`src/common/adc_ctrl_pkg.sv`:
```
package adc_ctrl_pkg;

    // converter clock divider and conversion length
    localparam int CLK_DIV = 4;
    localparam int CONV_PERIODS = 12;
    localparam int CONV_CYCLES = CLK_DIV * CONV_PERIODS;
    localparam int CHAN_W = 4;
    localparam int RES_W = 8;
    localparam int CNT_W = 6;
    // stabilization after halt wake-up, in converter periods
    localparam int STAB_PERIODS = 12;
    localparam int STAB_CYCLES = CLK_DIV * STAB_PERIODS;
    localparam logic [CHAN_W-1:0] CHAN_RESET = 4'h0;
    localparam logic [RES_W-1:0] RESULT_RESET = 8'h00;
    localparam logic [CNT_W-1:0] CNT_ZERO = 6'h00;

    // control/status word as written by software
    typedef struct packed {
        logic converterOn;
        logic [CHAN_W-1:0] channelSelect;
    } ctrl_s;

    typedef enum logic [1:0] {
        ST_OFF = 2'b00,
        ST_CONV = 2'b01,
        ST_STAB = 2'b11
    } conv_state_e;

endpackage : adc_ctrl_pkg

```
`src/design/adc_conversion_control.sv`:
```
// Operation
// - each conversion lasts twelve converter clocks; converter clock is CPU clock over four
// - four-bit channel select routes one analog input to the converter
// - setting converter-on powers up and starts first conversion at once
// - while converter-on stays set, conversions run back to back
// - hardware sets completion flag at end of every conversion
// - no interrupt on completion; software polls the flag
// - result register holds last result until next conversion ends
// - control write with converter-on set during a conversion aborts, clears flag, restarts
// - wait mode changes nothing about conversions, flag or result
// - halt disables converter; after wake-up a stabilization interval follows
// - clearing converter-on stops conversions and powers converter down
// - result is eight bits; up to sixteen multiplexed channels
`timescale 1ns/1ps
module adc_conversion_control #(
    parameter int CONV_CYCLES = adc_ctrl_pkg::CONV_CYCLES,
    parameter int STAB_CYCLES = adc_ctrl_pkg::STAB_CYCLES
) (
    input wire logic clock,
    input wire logic rst,
    input wire logic ctrlWrite,
    input wire adc_ctrl_pkg::ctrl_s ctrlData,
    input wire logic waitMode,
    input wire logic haltMode,
    input wire logic [adc_ctrl_pkg::RES_W-1:0] sarResult,
    output logic converterOn,
    output logic [adc_ctrl_pkg::CHAN_W-1:0] channelSelect,
    output logic conversionCompleteFlag,
    output logic [adc_ctrl_pkg::RES_W-1:0] conversionResult,
    output logic analogPowerOn,
    output logic sampleStart,
    output logic converterClock,
    output logic stabilizing
);

    adc_ctrl_pkg::ctrl_s ctrl_reg, ctrl_next;
    adc_ctrl_pkg::conv_state_e state_reg, state_next;
    logic [adc_ctrl_pkg::CNT_W-1:0] cnt_reg, cnt_next;
    logic [1:0] div_reg, div_next;
    logic flag_reg, flag_next;
    logic [adc_ctrl_pkg::RES_W-1:0] result_reg, result_next;
    logic start_reg, start_next;
    logic haltSeen_reg, haltSeen_next;
    logic convDone;

    localparam logic [adc_ctrl_pkg::CNT_W-1:0] CONV_LAST = 6'(CONV_CYCLES - 1);
    localparam logic [adc_ctrl_pkg::CNT_W-1:0] STAB_LAST = 6'(STAB_CYCLES - 1);

    // conversion ends on the last CPU cycle of the twelfth converter period
    assign convDone = (state_reg == adc_ctrl_pkg::ST_CONV) && (cnt_reg == CONV_LAST) && !haltMode;

    // sequencing of power, conversions, flag and result; waitMode is deliberately unused
    always_comb
    begin
        ctrl_next = ctrl_reg;
        state_next = state_reg;
        cnt_next = cnt_reg;
        div_next = div_reg + 2'h1;
        flag_next = flag_reg;
        result_next = result_reg;
        start_next = 1'b0;
        haltSeen_next = haltSeen_reg;
        if (ctrlWrite)
        begin
            ctrl_next = ctrlData;
        end
        if (convDone)
        begin
            flag_next = 1'b1;
            result_next = sarResult;
        end
        case (state_reg)
            adc_ctrl_pkg::ST_OFF:
            begin
                if (ctrlWrite && ctrlData.converterOn && !haltMode)
                begin
                    state_next = haltSeen_reg ? adc_ctrl_pkg::ST_STAB : adc_ctrl_pkg::ST_CONV;
                    cnt_next = adc_ctrl_pkg::CNT_ZERO;
                    div_next = 2'h0;
                    start_next = !haltSeen_reg;
                    flag_next = 1'b0;
                end
            end
            adc_ctrl_pkg::ST_CONV, adc_ctrl_pkg::ST_STAB:
            begin
                cnt_next = cnt_reg + 6'h01;
                if (state_reg == adc_ctrl_pkg::ST_STAB && cnt_reg == STAB_LAST)
                begin
                    state_next = adc_ctrl_pkg::ST_CONV;
                    cnt_next = adc_ctrl_pkg::CNT_ZERO;
                    div_next = 2'h0;
                    start_next = 1'b1;
                    haltSeen_next = 1'b0;
                end
                if (convDone)
                begin
                    cnt_next = adc_ctrl_pkg::CNT_ZERO;
                    start_next = 1'b1;
                end
                if (ctrlWrite && ctrlData.converterOn && state_reg == adc_ctrl_pkg::ST_CONV)
                begin
                    cnt_next = adc_ctrl_pkg::CNT_ZERO;
                    div_next = 2'h0;
                    start_next = 1'b1;
                    flag_next = 1'b0;
                    result_next = result_reg;
                end
                if (ctrlWrite && !ctrlData.converterOn)
                begin
                    state_next = adc_ctrl_pkg::ST_OFF;
                    start_next = 1'b0;
                end
            end
            default:
            begin
                state_next = adc_ctrl_pkg::ST_OFF;
            end
        endcase
        if (haltMode)
        begin
            state_next = adc_ctrl_pkg::ST_OFF;
            start_next = 1'b0;
            haltSeen_next = 1'b1;
        end
        else if (haltSeen_reg && state_reg == adc_ctrl_pkg::ST_OFF && ctrl_reg.converterOn && !ctrlWrite)
        begin
            state_next = adc_ctrl_pkg::ST_STAB;
            cnt_next = adc_ctrl_pkg::CNT_ZERO;
        end
    end

    // state registers
    always_ff @(posedge clock)
    begin
        if (rst)
        begin
            ctrl_reg <= '{converterOn: 1'b0, channelSelect: adc_ctrl_pkg::CHAN_RESET};
            state_reg <= adc_ctrl_pkg::ST_OFF;
            cnt_reg <= adc_ctrl_pkg::CNT_ZERO;
            div_reg <= 2'h0;
            flag_reg <= 1'b0;
            result_reg <= adc_ctrl_pkg::RESULT_RESET;
            start_reg <= 1'b0;
            haltSeen_reg <= 1'b0;
        end
        else
        begin
            ctrl_reg <= ctrl_next;
            state_reg <= state_next;
            cnt_reg <= cnt_next;
            div_reg <= div_next;
            flag_reg <= flag_next;
            result_reg <= result_next;
            start_reg <= start_next;
            haltSeen_reg <= haltSeen_next;
        end
    end

    // outputs
    assign converterOn = ctrl_reg.converterOn;
    assign channelSelect = ctrl_reg.channelSelect;
    assign conversionCompleteFlag = flag_reg;
    assign conversionResult = result_reg;
    assign analogPowerOn = (state_reg != adc_ctrl_pkg::ST_OFF);
    assign sampleStart = start_reg;
    assign converterClock = div_reg[1];
    assign stabilizing = (state_reg == adc_ctrl_pkg::ST_STAB);

    // checks
    AST_RESET_CLEAR: assert property (@(posedge clock) rst |=> !converterOn && !conversionCompleteFlag
        && channelSelect == 4'h0 && !analogPowerOn) else $error("reset state wrong");
    AST_START_ON: assert property (@(posedge clock) disable iff (rst)
        (ctrlWrite && ctrlData.converterOn && !haltMode && !haltSeen_reg) |=> sampleStart && analogPowerOn)
        else $error("no start after enable");
    AST_LENGTH: assert property (@(posedge clock) disable iff (rst)
        (sampleStart && !ctrlWrite && !haltMode) ##1 (!ctrlWrite && !haltMode)[*8]
        |-> !$rose(conversionCompleteFlag)) else $error("conversion too short");
    AST_FLAG_SET: assert property (@(posedge clock) disable iff (rst)
        convDone && !ctrlWrite |=> conversionCompleteFlag) else $error("flag not set");
    AST_RESULT_LOAD: assert property (@(posedge clock) disable iff (rst)
        convDone && !ctrlWrite |=> conversionResult == $past(sarResult)) else $error("result not loaded");
    AST_RESULT_HOLD: assert property (@(posedge clock) disable iff (rst)
        !convDone |=> $stable(conversionResult)) else $error("result changed");
    AST_ABORT: assert property (@(posedge clock) disable iff (rst)
        ctrlWrite && ctrlData.converterOn && state_reg == adc_ctrl_pkg::ST_CONV && !haltMode
        |=> !conversionCompleteFlag && sampleStart) else $error("abort failed");
    AST_BACK_TO_BACK: assert property (@(posedge clock) disable iff (rst)
        convDone && !ctrlWrite |=> sampleStart) else $error("no restart");
    AST_OFF: assert property (@(posedge clock) disable iff (rst)
        ctrlWrite && !ctrlData.converterOn |=> !analogPowerOn ##1 !sampleStart) else $error("not off");
    AST_HALT: assert property (@(posedge clock) disable iff (rst)
        haltMode |=> !analogPowerOn && !sampleStart) else $error("halt not off");
    AST_WAIT: assert property (@(posedge clock) disable iff (rst)
        convDone && waitMode && !ctrlWrite |=> conversionCompleteFlag) else $error("wait changed");
    // flag is sticky: only a control write may take it down
    AST_FLAG_STICKY: assert property (@(posedge clock) disable iff (rst)
        conversionCompleteFlag && !ctrlWrite |=> conversionCompleteFlag) else $error("flag dropped");
    // channel field only moves on a control write
    AST_CHAN_HOLD: assert property (@(posedge clock) disable iff (rst)
        !ctrlWrite |=> $stable(channelSelect)) else $error("channel changed");
    AST_NO_START_OFF: assert property (@(posedge clock) disable iff (rst)
        !analogPowerOn |-> !sampleStart) else $error("start while off");
    AST_STAB_LEN: assert property (@(posedge clock) disable iff (rst)
        $rose(stabilizing) |-> stabilizing[*8]) else $error("stabilization too short");
    AST_CNT_RANGE: assert property (@(posedge clock) disable iff (rst)
        state_reg == adc_ctrl_pkg::ST_CONV |-> cnt_reg <= CONV_LAST) else $error("count overran");
    // main scenarios
    COV_CONV: cover property (@(posedge clock) convDone);
    COV_ABORT: cover property (@(posedge clock) ctrlWrite && ctrlData.converterOn && state_reg == adc_ctrl_pkg::ST_CONV);
    COV_STAB: cover property (@(posedge clock) $fell(stabilizing));
    COV_BACK: cover property (@(posedge clock) convDone ##1 sampleStart);
    COV_HALT: cover property (@(posedge clock) haltMode && analogPowerOn);

endmodule : adc_conversion_control

```
`config.mk`:
```
export PLATFORM = sky130hd
export DESIGN_NAME = adc_conversion_control
export DESIGN_NICKNAME = d
export VERILOG_FILES = /design/src/common/adc_ctrl_pkg.sv /design/src/design/adc_conversion_control.sv
export SDC_FILE = /design/constraint.sdc
export NUM_CORES = 1
export LEC_CHECK = 0
export BUFFER_PORTS_ARGS = -buffer_cell sky130_fd_sc_hd__buf_4
export CAP_MARGIN = 5
export CORE_ASPECT_RATIO = 0.6
export CORE_MARGIN = 2
export CORE_UTILIZATION = 53
export DETAILED_ROUTE_END_ITERATION = 8
export PLACE_DENSITY_LB_ADDON = 0.05
export SYNTH_ARGS = -nofsm -noshare
export SYNTH_HDL_FRONTEND = slang
export SYNTH_SLANG_ARGS = --single-unit
export TNS_END_PERCENT = 1
```
`constraint.sdc`:
```
create_clock -name clock -period 4.2 [get_ports clock]
set_input_delay 0.84 -clock clock [delete_from_list [all_inputs] [get_ports clock]]
set_output_delay 0.84 -clock clock [all_outputs]
set_load 0.01 [all_outputs]
```
Yosys cells after proc, flatten, opt, wreduce, memory -nomap -nowiden
Cells that the tools add are included.

storage, ports and cells
  flip-flop bits (word level) = 26
  output and inout bits = 18
  logic and storage cells = 72

cells by class
  add/subtract/negate cells = 2
  equality and inequality tests = 6
  mux-type cells = 33
  reductions and logical operators = 22

operator list
  cell                                           number
  2-to-1 mux 6 bit                               6
  2-to-1 mux 8 bit                               3
  2-to-1 mux 2 bit                               8
  one-hot mux 6 bit (2 select lines)             1
  2-to-1 mux 1 bit                               11
  logical AND 1 bit                              10
  one-hot mux 2 bit (2 select lines)             2
  adder 6 x 1 -> 6 bit, second input constant    1
  == test 6 bit, second input constant           1
  nonzero test 2 bit                             3
  zero test 1 bit                                4
  != test 4 bit, second input constant           1
  one-hot mux 1 bit (2 select lines)             2
  AND reduction 2 bit                            2
  OR reduction 2 bit                             2
  != test 3 x 2 -> 1 bit, second input constant  1
  adder 2 x 1 -> 2 bit, second input constant    1
  == test 2 x 1 -> 1 bit, second input constant  1
  == test 2 bit, second input constant           1
  zero test 2 bit                                1
  != test 2 bit, second input constant           1

Longest topological paths before layout
Gate-level depths: netlist of the first run.

  word-level depth = 8
  gate-level depth with buffers = 6
  mapped depth without buffers = 5

Worst setup path after synthesis of the first run
Ideal clock, no wire load.

  path kind = input -> register
  start = input ctrlWrite
  end = register result_reg, in the netlist conversionResult[0]
  arrival time = 1.844 ns
  data required time = 4.072 ns
  path slack = 2.228 ns
  cell stages on the path = 5
  buffers on the path = 1
  cell sequence = buf_2 a211oi_1 nand4_2 mux2i_1 nor2_1

between the ends
  cells in the longest elaborated chain, start to end = 3

ends and longest elaborated chain
  element                         RTL line                       text
  from (decl)                     adc_conversion_control.sv:21   input wire logic ctrlWrite,
  logical AND 1 bit (2 in a row)  adc_conversion_control.sv:100  if (ctrlWrite && ctrlData.converterOn && state_reg == adc_ctrl_pkg::ST_CONV)
  != test 2 bit (no source line)  -
  to (signal assigned)            adc_conversion_control.sv:142  result_reg <= adc_ctrl_pkg::RESULT_RESET;
  to (signal assigned)            adc_conversion_control.sv:153  result_reg <= result_next;
  to (decl)                       adc_conversion_control.sv:41   logic [adc_ctrl_pkg::RES_W-1:0] result_reg, result_next;

No other way between the ends.
A chain may end at the register's enable or synchronous reset.

Worst setup path after layout of the first run
  start = register state_reg[1]
  end = output stabilizing

between the ends
  cells in the longest elaborated chain, start to end = 1

ends and longest elaborated chain
  element                 RTL line                       text
  from (decl)             adc_conversion_control.sv:37   adc_ctrl_pkg::conv_state_e state_reg, state_next;
  from (signal assigned)  adc_conversion_control.sv:138  state_reg <= adc_ctrl_pkg::ST_OFF;
  from (signal assigned)  adc_conversion_control.sv:149  state_reg <= state_next;
  == test 2 bit           adc_conversion_control.sv:167  assign stabilizing = (state_reg == adc_ctrl_pkg::ST_STAB);
  to (decl)               adc_conversion_control.sv:33   output logic stabilizing

No other way between the ends.

==> out/results.tsv, run 1 <==
stage	metric	value	unit
grt	use_met3	7.30	%
synthesis	yosys-top-cells-area	dfxtp_1, mux2i_1, nor2_1, a21oi_1, a311oi_4	
route	wl	2470	um
floorplanning	ios	36	
sta	fin_crit	2010	ps
synthesis	synth-edff-count	0	
grt	grt_pass1_vias	882	
sta	grt_setup_unrepaired	false	
clock_network	clk_latency	270	ps
grt	grt_pass1_wl	3990	um
floorplanning	fp.dieH	40.4	um
power	p_leak	0.676	nW
synthesis	yosysTopAreaCell	dfxtp_1	
synthesis	ys_async_sr_fraction	0	%
hold_path	holdCritPathClass	reg2reg	
clock_network	h-tree-depth	1	
sta	hold_viol_final	0	
route	ant_nets	0	
clock_network	ctsLongestPathBuffers	2	
grt	grt_use_total	20.9	%
worst_setup_path	critPathLaunchType	flip-flop	
sta	slew_violations	0	
sta	worst_clock_skew	6.73	ps
placed_design	post-dp-hpwl	1860	um
placed_design	dp_cells	182	
status	status	complete, no violations	
worst_setup_path	cp.required	3360	ps
grt	antenna_found_initial	0	
synthesis	synth_area	1170	um2
synthesis	ys_types	37	
placed_design	gp_congestion	0.819	
synthesis	synth_top_area_share	44.4	%
synthesis	yosys-top-cells-count	dfxtp_1, nor2_1, mux2i_1	
sta	tns	0	ps
cells_and_area	num_antenna_cells	0	
synthesis	synth_top_flop_cell	dfxtp_1	
sta	whs	448	ps
sta	max_slew_margin	57.1	%
floorplanning	start_util	55.0	%
clock_network	cts_post_setup_buffers_inserted	0	
clock_network	cts_tree	yes	
grt	top_usage_layer	met2	
placed_design	numPortBuffers	34	
clock_network	path_clk_slew	90	ps
route	vias	1025	
route	firstDrtPassIters	4	
floorplanning	core_area	2130	um2
power	ir_drop	253	uV
worst_setup_path	end_kind	primary output	
worst_setup_path	criticalPathCategory	reg2out	
floorplanning	design.die.area	2610	um2
floorplanning	rows	13	
route	vias_per_cell	5.51	
cells_and_area	layout.nets	176	
clock_network	holdBufCountCts	0	
run	cap_viol_max_count	0	
clock_network	clkSinkCount	26	
grt	grt.met2_usage	34.4	%
clock_network	cts_root_buf	clkbuf_8	
synthesis	synth_area_per_cell	9.29	um2
sta	max_freq	498	MHz
worst_setup_path	cp_max_fo	11	
grt	grt-ovfl-total	0	
route	drtIter0Drc	76	
synthesis	synth.most_common_cell	dfxtp_1	
sta	worst_pin_slew	642	ps
cells_and_area	area_growth	27.2	%
grt	grt_use_met1	27.3	%
cells_and_area	drive_above_1_share	27.6	%
grt	grt_max_degree	20	
synthesis	yosysSeqAreaShare	44.4	%
cells_and_area	fill_cells	186	
cells_and_area	largest_register_ffs	8	
floorplanning	dieWidth	64.7	um
sta	setup_viol	0	
power	p_per_area	341	nW/um2
route	wl_per_cell	13.3	um
synthesis	yosysWarnings	0	
route	drc	0	
clock_network	post_cts_resized	0	
sta	period_share	47.8	%
worst_setup_path	crit_arrival	1170	ps
clock_network	numCtsBuffers	3	
synthesis	synth_cells	126	
synthesis	synth_seq_cells	26	
cells_and_area	final_cells	186	
synthesis	syn_nets	145	
power by group:
group | switching [mW] | internal (mW)
clock network | 0.0737 | 0.127
logic | 0.0243 | 0.0254
registers | 0.00486 | 0.253
logic make-up (layout without fill, tap and decap cells):
logic type | count (synthesis) | in the layout | synth area share [%]
buffers and inverters | 11 | 41 | 4.81
AO/OA/AOI/OAI | 26 | 26 | 16.9
AND/OR/NAND/NOR | 48 | 48 | 20.9
adder cells (fa/ha/maj) | 1 | 1 | 1.07
XOR/XNOR | 1 | 1 | 0.748
multiplexers | 13 | 13 | 11.1
flip-flops | 26 | 26 | 44.4
area by class of cell:
cell class                      count  area, um2  share of cell area [%]
Sequential cell                    26        520                    34.9
Timing Repair Buffer               34        255                    17.1
Inverter                            3       11.3                   0.756
Clock buffer                        3       41.3                    2.77
Tap cell                           30       37.5                    2.52
Multi-Input combinational cell     89        594                    39.9
Clock inverter                      1       30.0                    2.02
stage by stage:
step / utilization [%] / worst slack, ps / instance area, um2 / total power, mW
after floorplan: - / 2230 / 1170 / 0.289
after global placement: 66.6 / 2040 / 1420 / 0.311
after detailed placement: 66.6 / 2010 / 1420 / 0.313
after CTS: 69.9 / 2190 / 1490 / 0.517
after global routing: 69.9 / 2120 / 1490 / 0.531
final: 69.9 / 2190 / 1490 / 0.508
path summary, 6_finish.rpt:
path	from	endpoint	slack (ps)	cells past startpoint
worst max-delay path	state_reg[1]	stabilizing	2190	2
worst max register to register	cnt_reg[0]	conversionResult[1]	2350	5
worst min-delay path	div_reg[0]	div_reg[0]	450	1
worst min register to register	div_reg[0]	div_reg[0]	450	1
metal layers:
| layer | part of all wire, % | wire length, um |
|---|---|---|
| met1 | 49 | 1200 |
| met2 | 45 | 1120 |
| met5 | 0 | 0 |
| met4 | 0.44 | 11 |
| met3 | 5.8 | 143 |
cells in the final DEF (no fill, tap or decap), types with 2 or more instances in the layout:
| master | netlist | routed |
|---|---|---|
| mux2i_1 | 13 | 13 |
| clkbuf_8 | 0 | 3 |
| nor2b_1 | 2 | 2 |
| a31oi_1 | 2 | 2 |
| a41oi_1 | 2 | 2 |
| nand3_1 | 5 | 5 |
| dfxtp_1 | 26 | 26 |
| o21ai_0 | 3 | 3 |
| inv_1 | 3 | 3 |
| nand2b_1 | 4 | 4 |
| nor3_1 | 3 | 3 |
| nor2_1 | 21 | 21 |
| and3_1 | 2 | 2 |
| nand3b_1 | 2 | 2 |
| buf_4 | 1 | 34 |
| a311oi_1 | 3 | 3 |
| nand2_1 | 5 | 5 |
| a21oi_1 | 6 | 6 |
worst max-delay path, cell delays in order, from the launching register on:
cell and delay [ps]:
dfxtp_1 530, and2_1 240, buf_4 140
Power figures use the tool's default switching activity.
==> inputs of run 2 (changes only) <==
--- a/config.mk
+++ b/config.mk
@@ -9,7 +9,7 @@
 export CAP_MARGIN = 5
 export CORE_ASPECT_RATIO = 0.6
 export CORE_MARGIN = 2
-export CORE_UTILIZATION = 53
+export CORE_UTILIZATION = 49
 export DETAILED_ROUTE_END_ITERATION = 8
 export PLACE_DENSITY_LB_ADDON = 0.05
 export SYNTH_ARGS = -nofsm -noshare
==> constraint.sdc (replaced) <==
create_clock -name clock -period 2.1 [get_ports clock]
set_input_delay 0.42 -clock clock [delete_from_list [all_inputs] [get_ports clock]]
set_output_delay 0.42 -clock clock [all_outputs]
set_load 0.01 [all_outputs]
==> run 2 against run 1 <==
  * Critical endpoint is now cnt_reg[5]
  * Largest power group unchanged
  * Global-route usage shrank 0.42 points
  * Critical path type is now reg2reg
  * Cell count grew 0.54%
  * Critical path depth grew 3
  * Clock skew shrank 5.1 ps
  * Routed wire length grew 7.8%
==> out/results.tsv, run 2 (synthesized netlist as in run 1, its figures left out) <==
stage	metric	value	unit
worst_setup_path	cp-endpoint	cnt_reg[5]	
route	drc	0	
clock_network	cts_post_setup_buffers_inserted	0	
cells_and_area	num_antenna_cells	0	
clock_network	cts_root_buf	clkbuf_8	
sta	whs	386	ps
sta	tns	0	ps
sta	period_share	88.6	%
clock_network	ctsLongestPathBuffers	2	
cells_and_area	layout.nets	177	
worst_setup_path	r2r_end	cnt_reg[5]	
status	status	complete, no violations	
cells_and_area	final_common_cell	buf_4	
hold_path	holdCritPathClass	in2reg	
worst_setup_path	cp-startpoint	cnt_reg[0]	
route	firstDrtPassIters	4	
floorplanning	fp.dieH	41.9	um
cells_and_area	largest_register_ffs	8	
worst_setup_path	ff2ff_setup_slack	240	ps
worst_setup_path	crit_arrival	2040	ps
route	wl	2670	um
floorplanning	design.die.area	2810	um2
clock_network	holdBufCountCts	0	
floorplanning	start_util	52.9	%
placed_design	numPortBuffers	34	
worst_setup_path	criticalPathCategory	reg2reg	
sta	hold_viol_final	0	
placed_design	post-dp-hpwl	1960	um
grt	antenna_found_initial	0	
cells_and_area	post-route-cell-area	1500	um2
clock_network	numCtsBuffers	3	
route	wl_per_cell	14.3	um
route	vias	1037	
clock_network	cts_tree	yes	
placed_design	gp_congestion	0.869	
worst_setup_path	cp_cell_sequence	ha_1 -> and3_1 -> a311oi_4 -> a41oi_1 -> a311oi_1	
clock_network	clkSinkCount	26	
cells_and_area	drive_above_1_share	28.0	%
sta	worst_pin_slew	693	ps
clock_network	h-tree-depth	1	
floorplanning	core_area	2210	um2
sta	slew_violations	0	
sta	setup_viol	0	
grt	grt-ovfl-total	0	
worst_setup_path	end_kind	flip-flop	
worst_setup_path	r2r_start	cnt_reg[0]	
cells_and_area	area_growth	27.9	%
power	power	1.02	mW
run	cap_viol_max_count	0	
route	drtIter0Drc	35	
cells_and_area	final_cell_mix	buf_4, dfxtp_1, nor2_1	
sta	worst_clock_skew	1.67	ps
clock_network	path_clk_slew	80	ps
floorplanning	ios	36	
grt	grt_max_degree	20	
worst_setup_path	cp_max_fo	9	
power	ir_drop	692	uV
clock_network	clk_latency	260	ps
power	p_leak	0.681	nW
grt	grt_use_total	20.4	%
clock_network	post_cts_resized	0	
worst_setup_path	cp_slowest_cell	a311oi_4	
floorplanning	dieWidth	67.1	um
worst_setup_path	max_stage_delay	430	ps
power	p_per_area	678	nW/um2
placed_design	post_dp_cell_area	1430	um2
floorplanning	rows	13	
worst_setup_path	critPathLaunchType	flip-flop	
worst_setup_path	rr_worst_depth	5	
worst_setup_path	cp.required	2280	ps
sta	grt_setup_unrepaired	false	
route	ant_nets	0	
grt	grt_pass1_wl	4310	um
sta	max_slew_margin	53.7	%
sta	max_freq	538	MHz
route	vias_per_cell	5.55	
sta	fin_crit	1860	ps
grt	grt_pass1_vias	957	
==> run 2: changes by cell type in the layout (fill, tap and decap cells not counted) <==
cell,change
buf_4,+1
==> run 2: metal layers <==
metal	GRT usage (%)	part of all wire (%)
met1	29.8	49
met2	29.1	44
met3	6.50	6.4
met4	4.90	1.3
met5	0	0
==> run 2: worst min-delay path by stage <==
stage | end | depth (start not counted) | slack [ps] | from
floorplan | div_reg[0] | 1 | 410 | div_reg[0]
global placement | div_reg[0] | 1 | 420 | div_reg[0]
detailed placement | div_reg[0] | 1 | 430 | div_reg[0]
global route | channelSelect[3] | 3 | 370 | ctrlData[3]
CTS | channelSelect[3] | 3 | 380 | ctrlData[3]
finish | conversionResult[5] | 3 | 390 | sarResult[5]
==> run 2: per-stage QoR <==
step                std cells  setup slack [ps]  utilization (%)
finish                    187               240             67.7
detailed placement        183               296             64.5
floorplan                 126               480                -
global route              187               109             67.7
global placement          183               322             64.5
CTS                       187               259             67.7
==> run 2: power by group <==
| group | switching, mW | internal [mW] |
|---|---|---|
| combinational | 0.0500 | 0.0511 |
| sequential | 0.00974 | 0.505 |
| clock | 0.145 | 0.255 |
==> run 2: critical path, delay by kind of cell, from the launching register on <==
family,cells,cell delay (ps)
AND/OR/NAND/NOR,1,330
flip-flops,1,340
AO/OA/AOI/OAI,3,880
adder cells (fa/ha/maj),1,230
==> run 2: final cells by class <==
cell class / instances / area, um2
Fill cell: 202 / 714
Multi-Input combinational cell: 89 / 594
Sequential cell: 26 / 520
Timing Repair Buffer: 35 / 263
Clock buffer: 3 / 41.3
Tap cell: 30 / 37.5
Clock inverter: 1 / 30.0
Inverter: 3 / 11.3
